**config.mk**
```make
export PLATFORM = sky130hd
export DESIGN_NAME = usb_charger_type_detect
export DESIGN_NICKNAME = d
export VERILOG_FILES = /design/src/rtl/usb_detect_pkg.sv /design/src/rtl/cc_sink_detect.sv /design/src/rtl/usb_charger_type_detect.sv
export SDC_FILE = /design/constraint.sdc
export NUM_CORES = 1
export LEC_CHECK = 0
export BUFFER_PORTS_ARGS = -buffer_cell sky130_fd_sc_hd__buf_2
export CAP_MARGIN = 10
export CELL_PAD_IN_SITES_DETAIL_PLACEMENT = 1
export CELL_PAD_IN_SITES_GLOBAL_PLACEMENT = 1
export CORE_AREA = 5 5 132 97
export DETAILED_ROUTE_END_ITERATION = 7
export DIE_AREA = 0 0 137 102
export GPL_TIMING_DRIVEN = 0
export HOLD_SLACK_MARGIN = 0.02
export PLACE_DENSITY_LB_ADDON = 0.1
export SLEW_MARGIN = 20
export SYNTH_ARGS = -nofsm -noshare
export SYNTH_HDL_FRONTEND = slang
export SYNTH_SLANG_ARGS = --single-unit
```
**constraint.sdc**
```tcl
create_clock -name sys_clk -period 6.7 [get_ports sys_clk]
set_input_delay 0.67 -clock sys_clk [delete_from_list [all_inputs] [get_ports sys_clk]]
set_output_delay 0.67 -clock sys_clk [all_outputs]
set_load 0.02 [all_outputs]
```
**src/rtl/usb_detect_pkg.sv**
```systemverilog
package usb_detect_pkg;

   // -----------------------------------------------------------------
   // timing
   // -----------------------------------------------------------------
   localparam int unsigned CLK_MHZ         = 40;
   localparam int unsigned DCD_TIMEOUT_US  = 300000;
   localparam int unsigned SETTLE_US       = 40000;
   localparam int unsigned CC_DEBOUNCE_US  = 100000;
   localparam int unsigned DCD_CYCLES      = DCD_TIMEOUT_US * CLK_MHZ;
   localparam int unsigned SETTLE_CYCLES   = SETTLE_US * CLK_MHZ;
   localparam int unsigned CC_DEB_CYCLES   = CC_DEBOUNCE_US * CLK_MHZ;
   localparam int unsigned TIMER_W         = 24;
   localparam int unsigned SYNC_STAGES     = 2;

   // -----------------------------------------------------------------
   // current limits, in steps of 100 ma
   // -----------------------------------------------------------------
   typedef logic [4:0] limit_t;
   localparam limit_t LIM_NONE = 5'h00;
   localparam limit_t LIM_500  = 5'h05;
   localparam limit_t LIM_1000 = 5'h0a;
   localparam limit_t LIM_1500 = 5'h0f;
   localparam limit_t LIM_2000 = 5'h14;
   localparam limit_t LIM_2400 = 5'h18;
   localparam limit_t LIM_3000 = 5'h1e;

   // -----------------------------------------------------------------
   // encodings
   // -----------------------------------------------------------------
   typedef enum logic [1:0] {
      PORT_NONE = 2'h0,
      PORT_SDP  = 2'h1,
      PORT_CDP  = 2'h2,
      PORT_DCP  = 2'h3
   } port_class_t;

   typedef enum logic [2:0] {
      PROP_NONE      = 3'h0,
      PROP_GENERIC   = 3'h1,
      PROP_VA_500    = 3'h2,
      PROP_VA_1000   = 3'h3,
      PROP_VA_2000   = 3'h4,
      PROP_VA_12W    = 3'h5,
      PROP_VB_2000   = 3'h6,
      PROP_OTHER     = 3'h7
   } prop_class_t;

   // advertised rp level on a cc line
   typedef enum logic [1:0] {
      CC_OPEN = 2'h0,
      CC_DEF  = 2'h1,
      CC_1A5  = 2'h2,
      CC_3A0  = 2'h3
   } cc_level_t;

   typedef enum logic [2:0] {
      BC_IDLE      = 3'b000,
      BC_CONTACT   = 3'b001,
      BC_PRIMARY   = 3'b011,
      BC_SECONDARY = 3'b010,
      BC_PROP      = 3'b110,
      BC_DONE      = 3'b111
   } bc_state_t;

   // raw levels from the analog front end
   typedef struct packed {
      logic        supply_ok;
      logic        dp_high;
      logic        dm_high;
      cc_level_t   cc1;
      cc_level_t   cc2;
      prop_class_t prop_sig;
   } front_end_t;

   // -----------------------------------------------------------------
   // decoding
   // -----------------------------------------------------------------
   function automatic limit_t bc_limit(input port_class_t c);
      unique case (c)
         PORT_CDP, PORT_DCP: bc_limit = LIM_1500;
         default:            bc_limit = LIM_500;
      endcase
   endfunction

   function automatic limit_t prop_limit(input prop_class_t p);
      unique case (p)
         PROP_NONE:                  prop_limit = LIM_NONE;
         PROP_GENERIC, PROP_VA_500:  prop_limit = LIM_500;
         PROP_VA_1000:               prop_limit = LIM_1000;
         PROP_VA_2000, PROP_VB_2000: prop_limit = LIM_2000;
         PROP_VA_12W:                prop_limit = LIM_2400;
         PROP_OTHER:                 prop_limit = LIM_3000;
      endcase
   endfunction

   function automatic limit_t cc_limit(input cc_level_t l);
      unique case (l)
         CC_OPEN: cc_limit = LIM_NONE;
         CC_DEF:  cc_limit = LIM_500;
         CC_1A5:  cc_limit = LIM_1500;
         CC_3A0:  cc_limit = LIM_3000;
      endcase
   endfunction

   function automatic limit_t max_lim(input limit_t a, input limit_t b);
      max_lim = (a > b) ? a : b;
   endfunction

endpackage

```
**src/rtl/cc_sink_detect.sv**
```systemverilog
`timescale 1ns/1ps
module cc_sink_detect
   import usb_detect_pkg::*;
#(
   parameter int unsigned DEB_CYCLES = usb_detect_pkg::CC_DEB_CYCLES
) (
   input  wire logic                       sys_clk,
   input  wire logic                       rst_n,
   input  wire logic                       enable,
   input  wire usb_detect_pkg::cc_level_t  cc1,
   input  wire usb_detect_pkg::cc_level_t  cc2,
   output      logic                       attached,
   output      logic                       active_line,
   output      usb_detect_pkg::limit_t     limit
);
   import usb_detect_pkg::*;

   typedef struct packed {
      cc_level_t            cand_lvl;
      logic                 cand_line;
      logic [TIMER_W-1:0]   timer;
      logic                 attached;
      logic                 active;
      limit_t               limit;
   } cc_state_t;

   cc_state_t cur;
   cc_state_t next_cur;
   cc_level_t obs_lvl;
   logic      obs_line;

   // -----------------------------------------------------------------
   // attach, line selection and level tracking
   // -----------------------------------------------------------------
   always_comb begin
      next_cur = cur;
      // once attached only the active line is watched; the other carries vconn
      if (cur.attached) begin
         obs_line = cur.active;
         obs_lvl  = cur.active ? cc2 : cc1;
      end else if (cc1 != CC_OPEN) begin
         obs_line = 1'b0;
         obs_lvl  = cc1;
      end else begin
         obs_line = (cc2 != CC_OPEN);
         obs_lvl  = cc2;
      end
      if (!enable) begin
         next_cur = '0;
      end else if ({obs_line, obs_lvl} != {cur.cand_line, cur.cand_lvl}) begin
         next_cur.cand_line = obs_line;
         next_cur.cand_lvl  = obs_lvl;
         next_cur.timer     = TIMER_W'(DEB_CYCLES - 1);
      end else if (cur.timer != '0) begin
         next_cur.timer = cur.timer - 1'b1;
      end else if (cur.cand_lvl == CC_OPEN) begin
         next_cur.attached = 1'b0;
         next_cur.limit    = LIM_NONE;
      end else begin
         next_cur.attached = 1'b1;
         next_cur.active   = cur.cand_line;
         next_cur.limit    = cc_limit(cur.cand_lvl);
      end
   end

   always_ff @(posedge sys_clk) begin
      if (!rst_n) begin
         cur <= '0;
      end else begin
         cur <= next_cur;
      end
   end

   assign attached    = cur.attached;
   assign active_line = cur.active;
   assign limit       = cur.limit;
endmodule

```
**src/rtl/usb_charger_type_detect.sv**
```systemverilog
`timescale 1ns/1ps
// Functional notes
// - bc1.2 sequence classifies sdp, cdp or dcp
// - proprietary signatures reported in separate field
// - open data lines report as sdp
// - unrecognised source gets 500 ma limit
// - sdp or none 500 ma, cdp/dcp 1.5 a
// - proprietary limits 0.5/1/2/2.4, 2, 3 a
// - applied usb limit shown in status field
// - after detection apply highest supported limit
// - data-line detection off when its enable low
// - sink picks the active cc line
// - advertised cc level decodes to 0.5/1.5/3 a
// - cc level change updates limit automatically
// - cc derived current shown in own field
// - cc detection off when its enable low
// - both detectors parallel, larger limit applied
module usb_charger_type_detect
   import usb_detect_pkg::*;
#(
   parameter int unsigned DCD_CYC    = usb_detect_pkg::DCD_CYCLES,
   parameter int unsigned SETTLE_CYC = usb_detect_pkg::SETTLE_CYCLES,
   parameter int unsigned CC_DEB_CYC = usb_detect_pkg::CC_DEB_CYCLES
) (
   input  wire logic                         sys_clk,
   input  wire logic                         rst_n,
   input  wire logic                         dpdm_detect_enable,
   input  wire logic                         cc_detect_enable,
   input  wire usb_detect_pkg::front_end_t   front_end,
   output      logic                         dp_source_on,
   output      logic                         dm_source_on,
   output      logic                         dcd_current_on,
   output      logic                         detect_done,
   output      usb_detect_pkg::port_class_t  bc12_port_class_field,
   output      usb_detect_pkg::prop_class_t  proprietary_class_field,
   output      usb_detect_pkg::limit_t       usb_applied_limit_field,
   output      usb_detect_pkg::limit_t       cc_current_field,
   output      logic                         cc_attached,
   output      logic                         cc_active_line
);
   import usb_detect_pkg::*;

   typedef struct packed {
      front_end_t           sync1;
      front_end_t           sync2;
      bc_state_t            state;
      logic [TIMER_W-1:0]   timer;
      port_class_t          port_class;
      prop_class_t          prop_class;
      limit_t               dpdm_limit;
      limit_t               applied;
      logic                 dp_src;
      logic                 dm_src;
      logic                 dcd_src;
      logic                 done;
   } top_state_t;

   top_state_t cur;
   top_state_t next_cur;
   front_end_t fe;
   limit_t     cc_lim;
   limit_t     dpdm_eff;
   logic       cc_att;
   logic       cc_line;

   // -----------------------------------------------------------------
   // type-c sink detector
   // -----------------------------------------------------------------
   cc_sink_detect #(
      .DEB_CYCLES (CC_DEB_CYC)
   ) u_cc (
      .sys_clk     (sys_clk),
      .rst_n       (rst_n),
      .enable      (cc_detect_enable),
      .cc1         (cur.sync2.cc1),
      .cc2         (cur.sync2.cc2),
      .attached    (cc_att),
      .active_line (cc_line),
      .limit       (cc_lim)
   );

   // -----------------------------------------------------------------
   // data-line detection and limit selection
   // -----------------------------------------------------------------
   always_comb begin
      next_cur       = cur;
      next_cur.sync1 = front_end;
      next_cur.sync2 = cur.sync1;
      fe             = cur.sync2;
      if (cur.timer != '0) begin
         next_cur.timer = cur.timer - 1'b1;
      end
      unique case (cur.state)
         BC_IDLE: begin
            if (dpdm_detect_enable && fe.supply_ok) begin
               next_cur.state   = BC_CONTACT;
               next_cur.dcd_src = 1'b1;
               next_cur.timer   = TIMER_W'(DCD_CYC - 1);
            end
         end
         BC_CONTACT: begin
            // a pulled-down d+ under the contact current means the plug is seated;
            // the first samples predate that current, having crossed the synchroniser
            if (!fe.dp_high && cur.timer < TIMER_W'(DCD_CYC - SYNC_STAGES)) begin
               next_cur.state   = BC_PRIMARY;
               next_cur.dcd_src = 1'b0;
               next_cur.dp_src  = 1'b1;
               next_cur.timer   = TIMER_W'(SETTLE_CYC - 1);
            end else if (cur.timer == '0) begin
               next_cur.state      = BC_DONE;
               next_cur.dcd_src    = 1'b0;
               next_cur.port_class = PORT_SDP;
               next_cur.dpdm_limit = bc_limit(PORT_SDP);
            end
         end
         BC_PRIMARY: begin
            if (cur.timer == '0) begin
               next_cur.dp_src = 1'b0;
               if (fe.dm_high) begin
                  next_cur.state  = BC_SECONDARY;
                  next_cur.dm_src = 1'b1;
               end else begin
                  // standard port; a signature found next is reported in its own field
                  next_cur.state      = BC_PROP;
                  next_cur.port_class = PORT_SDP;
               end
               next_cur.timer = TIMER_W'(SETTLE_CYC - 1);
            end
         end
         BC_SECONDARY: begin
            if (cur.timer == '0) begin
               next_cur.dm_src     = 1'b0;
               next_cur.state      = BC_PROP;
               next_cur.port_class = fe.dp_high ? PORT_DCP : PORT_CDP;
            end
         end
         BC_PROP: begin
            next_cur.state      = BC_DONE;
            next_cur.prop_class = fe.prop_sig;
            // highest of the two classifications wins
            next_cur.dpdm_limit = max_lim(bc_limit(cur.port_class),
                                          prop_limit(fe.prop_sig));
         end
         BC_DONE: begin
            if (!fe.supply_ok) begin
               next_cur.state = BC_IDLE;
            end
         end
      endcase
      if (!dpdm_detect_enable || (!fe.supply_ok && cur.state != BC_IDLE)) begin
         next_cur.state      = BC_IDLE;
         next_cur.dp_src     = 1'b0;
         next_cur.dm_src     = 1'b0;
         next_cur.dcd_src    = 1'b0;
         next_cur.timer      = '0;
         next_cur.port_class = PORT_NONE;
         next_cur.prop_class = PROP_NONE;
         next_cur.dpdm_limit = LIM_NONE;
      end
      next_cur.done = (next_cur.state == BC_DONE);
      // a disabled or unfinished data-line detector offers nothing
      dpdm_eff = (dpdm_detect_enable && cur.state == BC_DONE) ? cur.dpdm_limit : LIM_NONE;
      // the 500 ma floor covers unknown sources and both detectors off
      next_cur.applied = max_lim(max_lim(dpdm_eff, cc_lim), LIM_500);
   end

   always_ff @(posedge sys_clk) begin
      if (!rst_n) begin
         cur <= '0;
      end else begin
         cur <= next_cur;
      end
   end

   assign dp_source_on            = cur.dp_src;
   assign dm_source_on            = cur.dm_src;
   assign dcd_current_on          = cur.dcd_src;
   assign detect_done             = cur.done;
   assign bc12_port_class_field   = cur.port_class;
   assign proprietary_class_field = cur.prop_class;
   assign usb_applied_limit_field = cur.applied;
   assign cc_current_field        = cc_lim;
   assign cc_attached             = cc_att;
   assign cc_active_line          = cc_line;
endmodule

```
==> run_summary.xml <==
<?xml version="1.0" encoding="UTF-8"?>
<metrics>
  <group name="timing">
    <metric name="max_slew.worst_pin.slew" unit="ns">1.03</metric>
    <metric name="unrepaired_setup_endpoints_after_global_routing" unit="">false</metric>
    <metric name="worst_slack" unit="ns">3.71</metric>
    <metric name="finalCriticalPeriod" unit="ns">2.99</metric>
    <metric name="fin_hold_ws" unit="ns">0.434</metric>
    <metric name="max_freq" unit="MHz">334</metric>
    <metric name="setup_viol" unit="">0</metric>
    <metric name="final.setup.tns" unit="ns">0</metric>
    <metric name="finalHoldViolCount" unit="">0</metric>
    <metric name="drv_slew" unit="">0</metric>
    <metric name="fin_skew" unit="ns">0.00843</metric>
    <metric name="finalCritPeriodShare" unit="">0.446</metric>
    <metric name="timing.slew.headroom" unit="">0.309</metric>
  </group>
  <group name="clock_tree">
    <metric name="clkTransAtPathRegs" unit="ns">0.07</metric>
    <metric name="numCtsBuffers" unit="">9</metric>
    <metric name="clkLatencyLatePin" unit="ns">0.35</metric>
    <metric name="post-cts-setup-buffers" unit="">0</metric>
    <metric name="postCtsResizedCells" unit="">0</metric>
    <metric name="cts.sinks" unit="">103</metric>
    <metric name="tritoncts" unit="">built</metric>
    <metric name="cts_max_level" unit="">3</metric>
    <metric name="cts.root.buffer_cell" unit="">sky130_fd_sc_hd__clkbuf_16</metric>
    <metric name="post_cts_hold_buffer_count" unit="">0</metric>
    <metric name="maximum_clock_path_buffer_count" unit="">2</metric>
  </group>
  <group name="finish">
    <metric name="antenna-diode-count" unit="">0</metric>
    <metric name="nNetsFinal" unit="">653</metric>
    <metric name="drive_above_1_share" unit="">0.132</metric>
    <metric name="synthesis_to_finish_area_growth" unit="%">12.9</metric>
    <metric name="n_fill_cell" unit="">1352</metric>
    <metric name="final_cells" unit="">784</metric>
  </group>
  <group name="floorplanning">
    <metric name="rows" unit="">33</metric>
    <metric name="fp.dieW" unit="um">137</metric>
    <metric name="core_area" unit="sq um">11400</metric>
    <metric name="dieHeight" unit="um">102</metric>
    <metric name="initial_cell_density_of_the_core" unit="">0.440</metric>
    <metric name="floorplan.die_area" unit="sq um">14000</metric>
    <metric name="ioPinCount" unit="">35</metric>
  </group>
  <group name="global_routing">
    <metric name="grt_antenna_before_repair" unit="">0</metric>
    <metric name="first_global_vias" unit="">4464</metric>
    <metric name="globalRouteTotalUtil" unit="">0.195</metric>
    <metric name="maximum_number_of_pins_on_one_net_before_global_route_repair" unit="">19</metric>
    <metric name="global_route_wire_length_before_repair" unit="um">22000</metric>
    <metric name="grt.overflow.total" unit="">0</metric>
  </group>
  <group name="placed_design">
    <metric name="gp_congestion" unit="">0.823</metric>
    <metric name="detailedPlace.worstSlack" unit="ns">3.65</metric>
    <metric name="dp.final_hpwl" unit="um">9560</metric>
    <metric name="placedCellCount" unit="">769</metric>
    <metric name="io_buffer_count" unit="">34</metric>
  </group>
  <group name="worst_hold_path">
    <metric name="worst_hold_startpoint" unit="">cur[59]$_SDFF_PN0_</metric>
    <metric name="worstHoldPathType" unit="">flip-flop to flip-flop</metric>
  </group>
  <group name="worst_setup_path">
    <metric name="required" unit="ns">6.94</metric>
    <metric name="crit-reg2reg-launch" unit="">cur[43]$_SDFF_PN0_</metric>
    <metric name="worst_setup_path_end_kind" unit="">flip-flop</metric>
    <metric name="setup.worst_path.start_class" unit="">flip-flop</metric>
    <metric name="r2r_setup_slack" unit="ns">3.71</metric>
    <metric name="worst_ep_arrival_time" unit="ns">3.23</metric>
    <metric name="setup_crit_path_kind" unit="">flip-flop to flip-flop</metric>
    <metric name="crit_fanout" unit="">10</metric>
    <metric name="timing.critical_path.from" unit="">cur[43]$_SDFF_PN0_</metric>
  </group>
  <group name="routing">
    <metric name="dr_total_vias" unit="">4278</metric>
    <metric name="drt-wirelength-per-cell" unit="um">16.4</metric>
    <metric name="final_antenna_net_count" unit="">0</metric>
    <metric name="post-route-drc-count" unit="">0</metric>
    <metric name="finalWirelength" unit="um">12900</metric>
    <metric name="viasPerCell" unit="">5.46</metric>
    <metric name="detail_route.iter0.violations" unit="">216</metric>
    <metric name="drt-pass1-iter-count" unit="">4</metric>
  </group>
  <group name="yosys">
    <metric name="ys_warn_count" unit="">0</metric>
    <metric name="syn_avg_cell_area" unit="sq um">8.65</metric>
    <metric name="synth-seq-area-share" unit="">0.413</metric>
    <metric name="syn_inst" unit="">578</metric>
    <metric name="synth_ff_type" unit="">sky130_fd_sc_hd__dfxtp_1</metric>
    <metric name="syn_nets" unit="">608</metric>
    <metric name="synth-edff-count" unit="">0</metric>
    <metric name="synth_common_cells" unit="">sky130_fd_sc_hd__dfxtp_1 (103), sky130_fd_sc_hd__nor2_1 (52), sky130_fd_sc_hd__nand2_1 (48)</metric>
    <metric name="synth_area_leader_cell" unit="">sky130_fd_sc_hd__dfxtp_1</metric>
    <metric name="syn-cell-area" unit="sq um">5000</metric>
    <metric name="ys_seq_elements" unit="">103</metric>
    <metric name="yosys.cell_count.top_type" unit="">sky130_fd_sc_hd__dfxtp_1</metric>
    <metric name="synth.distinct_cells" unit="">58</metric>
    <metric name="postSynth.asyncResetShare" unit="">0</metric>
    <metric name="yosys.area.top_type_share" unit="">0.413</metric>
    <metric name="netlist_top_cells_area" unit="">sky130_fd_sc_hd__dfxtp_1 (41%), sky130_fd_sc_hd__a21oi_1 (4.4%), sky130_fd_sc_hd__ha_1 (4.0%)</metric>
  </group>
  <group name="run_status">
    <metric name="outcome" unit="">complete, no violations</metric>
  </group>
  <group name="pwr">
    <metric name="power.density_cell_area" unit="nW/um^2">406</metric>
    <metric name="total_power" unit="mW">2.29</metric>
    <metric name="reported_leakage_power" unit="nW">2.31</metric>
    <metric name="ir_worst_vdd" unit="mV">0.162</metric>
  </group>
  <group name="run">
    <metric name="timing.max_cap.violations" unit="">0</metric>
  </group>
</metrics>
## layout make-up
| class | instances | area, sq um | share of cell area |
|---|---|---|---|
| sequential | 103 | 2060 | 0.365 |
| clock buffer | 9 | 225 | 0.0399 |
| timing repair buffer | 34 | 170 | 0.0302 |
| inverter | 19 | 73.8 | 0.0131 |
| multi-input combinational | 418 | 2650 | 0.470 |
| clock inverter | 6 | 52.6 | 0.00931 |
| buffer | 38 | 208 | 0.0368 |
| tap | 157 | 196 | 0.0348 |
## metrics by stage
step                      instance area [sq um]  utilization
after floorplan                            5000            -
after global placement                     5360        0.472
after detailed placement                   5360        0.472
after CTS                                  5640        0.497
after global routing                       5640        0.497
final                                      5640        0.497
## power breakdown
| group | switching (mW) | internal [mW] | leakage, nW |
|---|---|---|---|
| combinational | 0.606 | 0.405 | 1.33 |
| clock | 0.244 | 0.257 | 0.137 |
| sequential | 0.0874 | 0.690 | 0.842 |
| total | 0.937 | 1.35 | 2.31 |
## critical path, cell delays in order (launching register included)
cell                       delay (ns)
sky130_fd_sc_hd__dfxtp_1         0.33
sky130_fd_sc_hd__clkbuf_1        0.36
sky130_fd_sc_hd__and4_1          0.36
sky130_fd_sc_hd__and2_1          0.22
sky130_fd_sc_hd__ha_1            0.16
sky130_fd_sc_hd__and3_1          0.17
sky130_fd_sc_hd__o21ai_0         0.13
sky130_fd_sc_hd__a32oi_1         0.54
sky130_fd_sc_hd__nor2_1          0.17
sky130_fd_sc_hd__nand3b_1        0.26
sky130_fd_sc_hd__o211a_1         0.16
## final timing paths
path                                                 to  cells past startpoint
setup / recovery  usb_applied_limit_field[1]$_SDFF_PN0_                     10
hold / removal                       cur[49]$_SDFF_PN0_                      1
setup reg to reg  usb_applied_limit_field[1]$_SDFF_PN0_                     10
hold reg to reg                      cur[49]$_SDFF_PN0_                      1
## cells by family after synthesis
logic type	Yosys count	share of synthesized area
adder cells (fa/ha/maj)	16	0.0401
AO/OA/AOI/OAI	128	0.164
flip-flops	103	0.413
AND/OR/NAND/NOR	233	0.253
buffers and inverters	57	0.0563
XOR/XNOR	34	0.0596
multiplexers	7	0.0143
## cells in the final DEF (no fill, tap or decap), types with 4 or more instances in the layout
| cell | Yosys | routed |
|---|---|---|
| sky130_fd_sc_hd__buf_4 | 17 | 17 |
| sky130_fd_sc_hd__o21a_1 | 5 | 5 |
| sky130_fd_sc_hd__xor2_1 | 16 | 16 |
| sky130_fd_sc_hd__nand3_1 | 15 | 15 |
| sky130_fd_sc_hd__and2_1 | 25 | 25 |
| sky130_fd_sc_hd__inv_6 | 0 | 4 |
| sky130_fd_sc_hd__mux2i_1 | 6 | 6 |
| sky130_fd_sc_hd__o31ai_1 | 4 | 4 |
| sky130_fd_sc_hd__xnor2_1 | 18 | 18 |
| sky130_fd_sc_hd__a21boi_0 | 4 | 4 |
| sky130_fd_sc_hd__o21ai_0 | 28 | 28 |
| sky130_fd_sc_hd__nand3b_1 | 9 | 9 |
| sky130_fd_sc_hd__a31oi_1 | 7 | 7 |
| sky130_fd_sc_hd__a211oi_1 | 5 | 5 |
| sky130_fd_sc_hd__o211a_1 | 5 | 5 |
| sky130_fd_sc_hd__buf_2 | 1 | 35 |
| sky130_fd_sc_hd__clkbuf_1 | 20 | 20 |
| sky130_fd_sc_hd__nor4_1 | 15 | 15 |
| sky130_fd_sc_hd__nand4b_1 | 5 | 5 |
| sky130_fd_sc_hd__nor2b_1 | 11 | 11 |
| sky130_fd_sc_hd__nor3_1 | 14 | 14 |
| sky130_fd_sc_hd__clkbuf_16 | 0 | 9 |
| sky130_fd_sc_hd__ha_1 | 16 | 16 |
| sky130_fd_sc_hd__dfxtp_1 | 103 | 103 |
| sky130_fd_sc_hd__nand2_1 | 48 | 48 |
| sky130_fd_sc_hd__nor2_1 | 52 | 52 |
| sky130_fd_sc_hd__a21oi_1 | 44 | 44 |
| sky130_fd_sc_hd__inv_1 | 18 | 18 |
| sky130_fd_sc_hd__or3_1 | 11 | 11 |
| sky130_fd_sc_hd__o211ai_1 | 4 | 4 |
| sky130_fd_sc_hd__and3_1 | 6 | 6 |
## state kept, by name, indices dropped and copies added, names as in the netlist, named ones only
name                     count
cur                         52
u_cc.cur                    27
usb_applied_limit_field      5
u_cc.limit                   4
proprietary_class_field      3
bc12_port_class_field        2
dcd_current_on               1
detect_done                  1
dm_source_on                 1
dp_source_on                 1
u_cc.active_line             1
## metal layers
metal  track usage  wire length (um)
met1         0.271              6610
met2         0.316              5770
met3        0.0369               347
met4        0.0468               150
met5             0                 0
(Power assumes the default switching activity.)
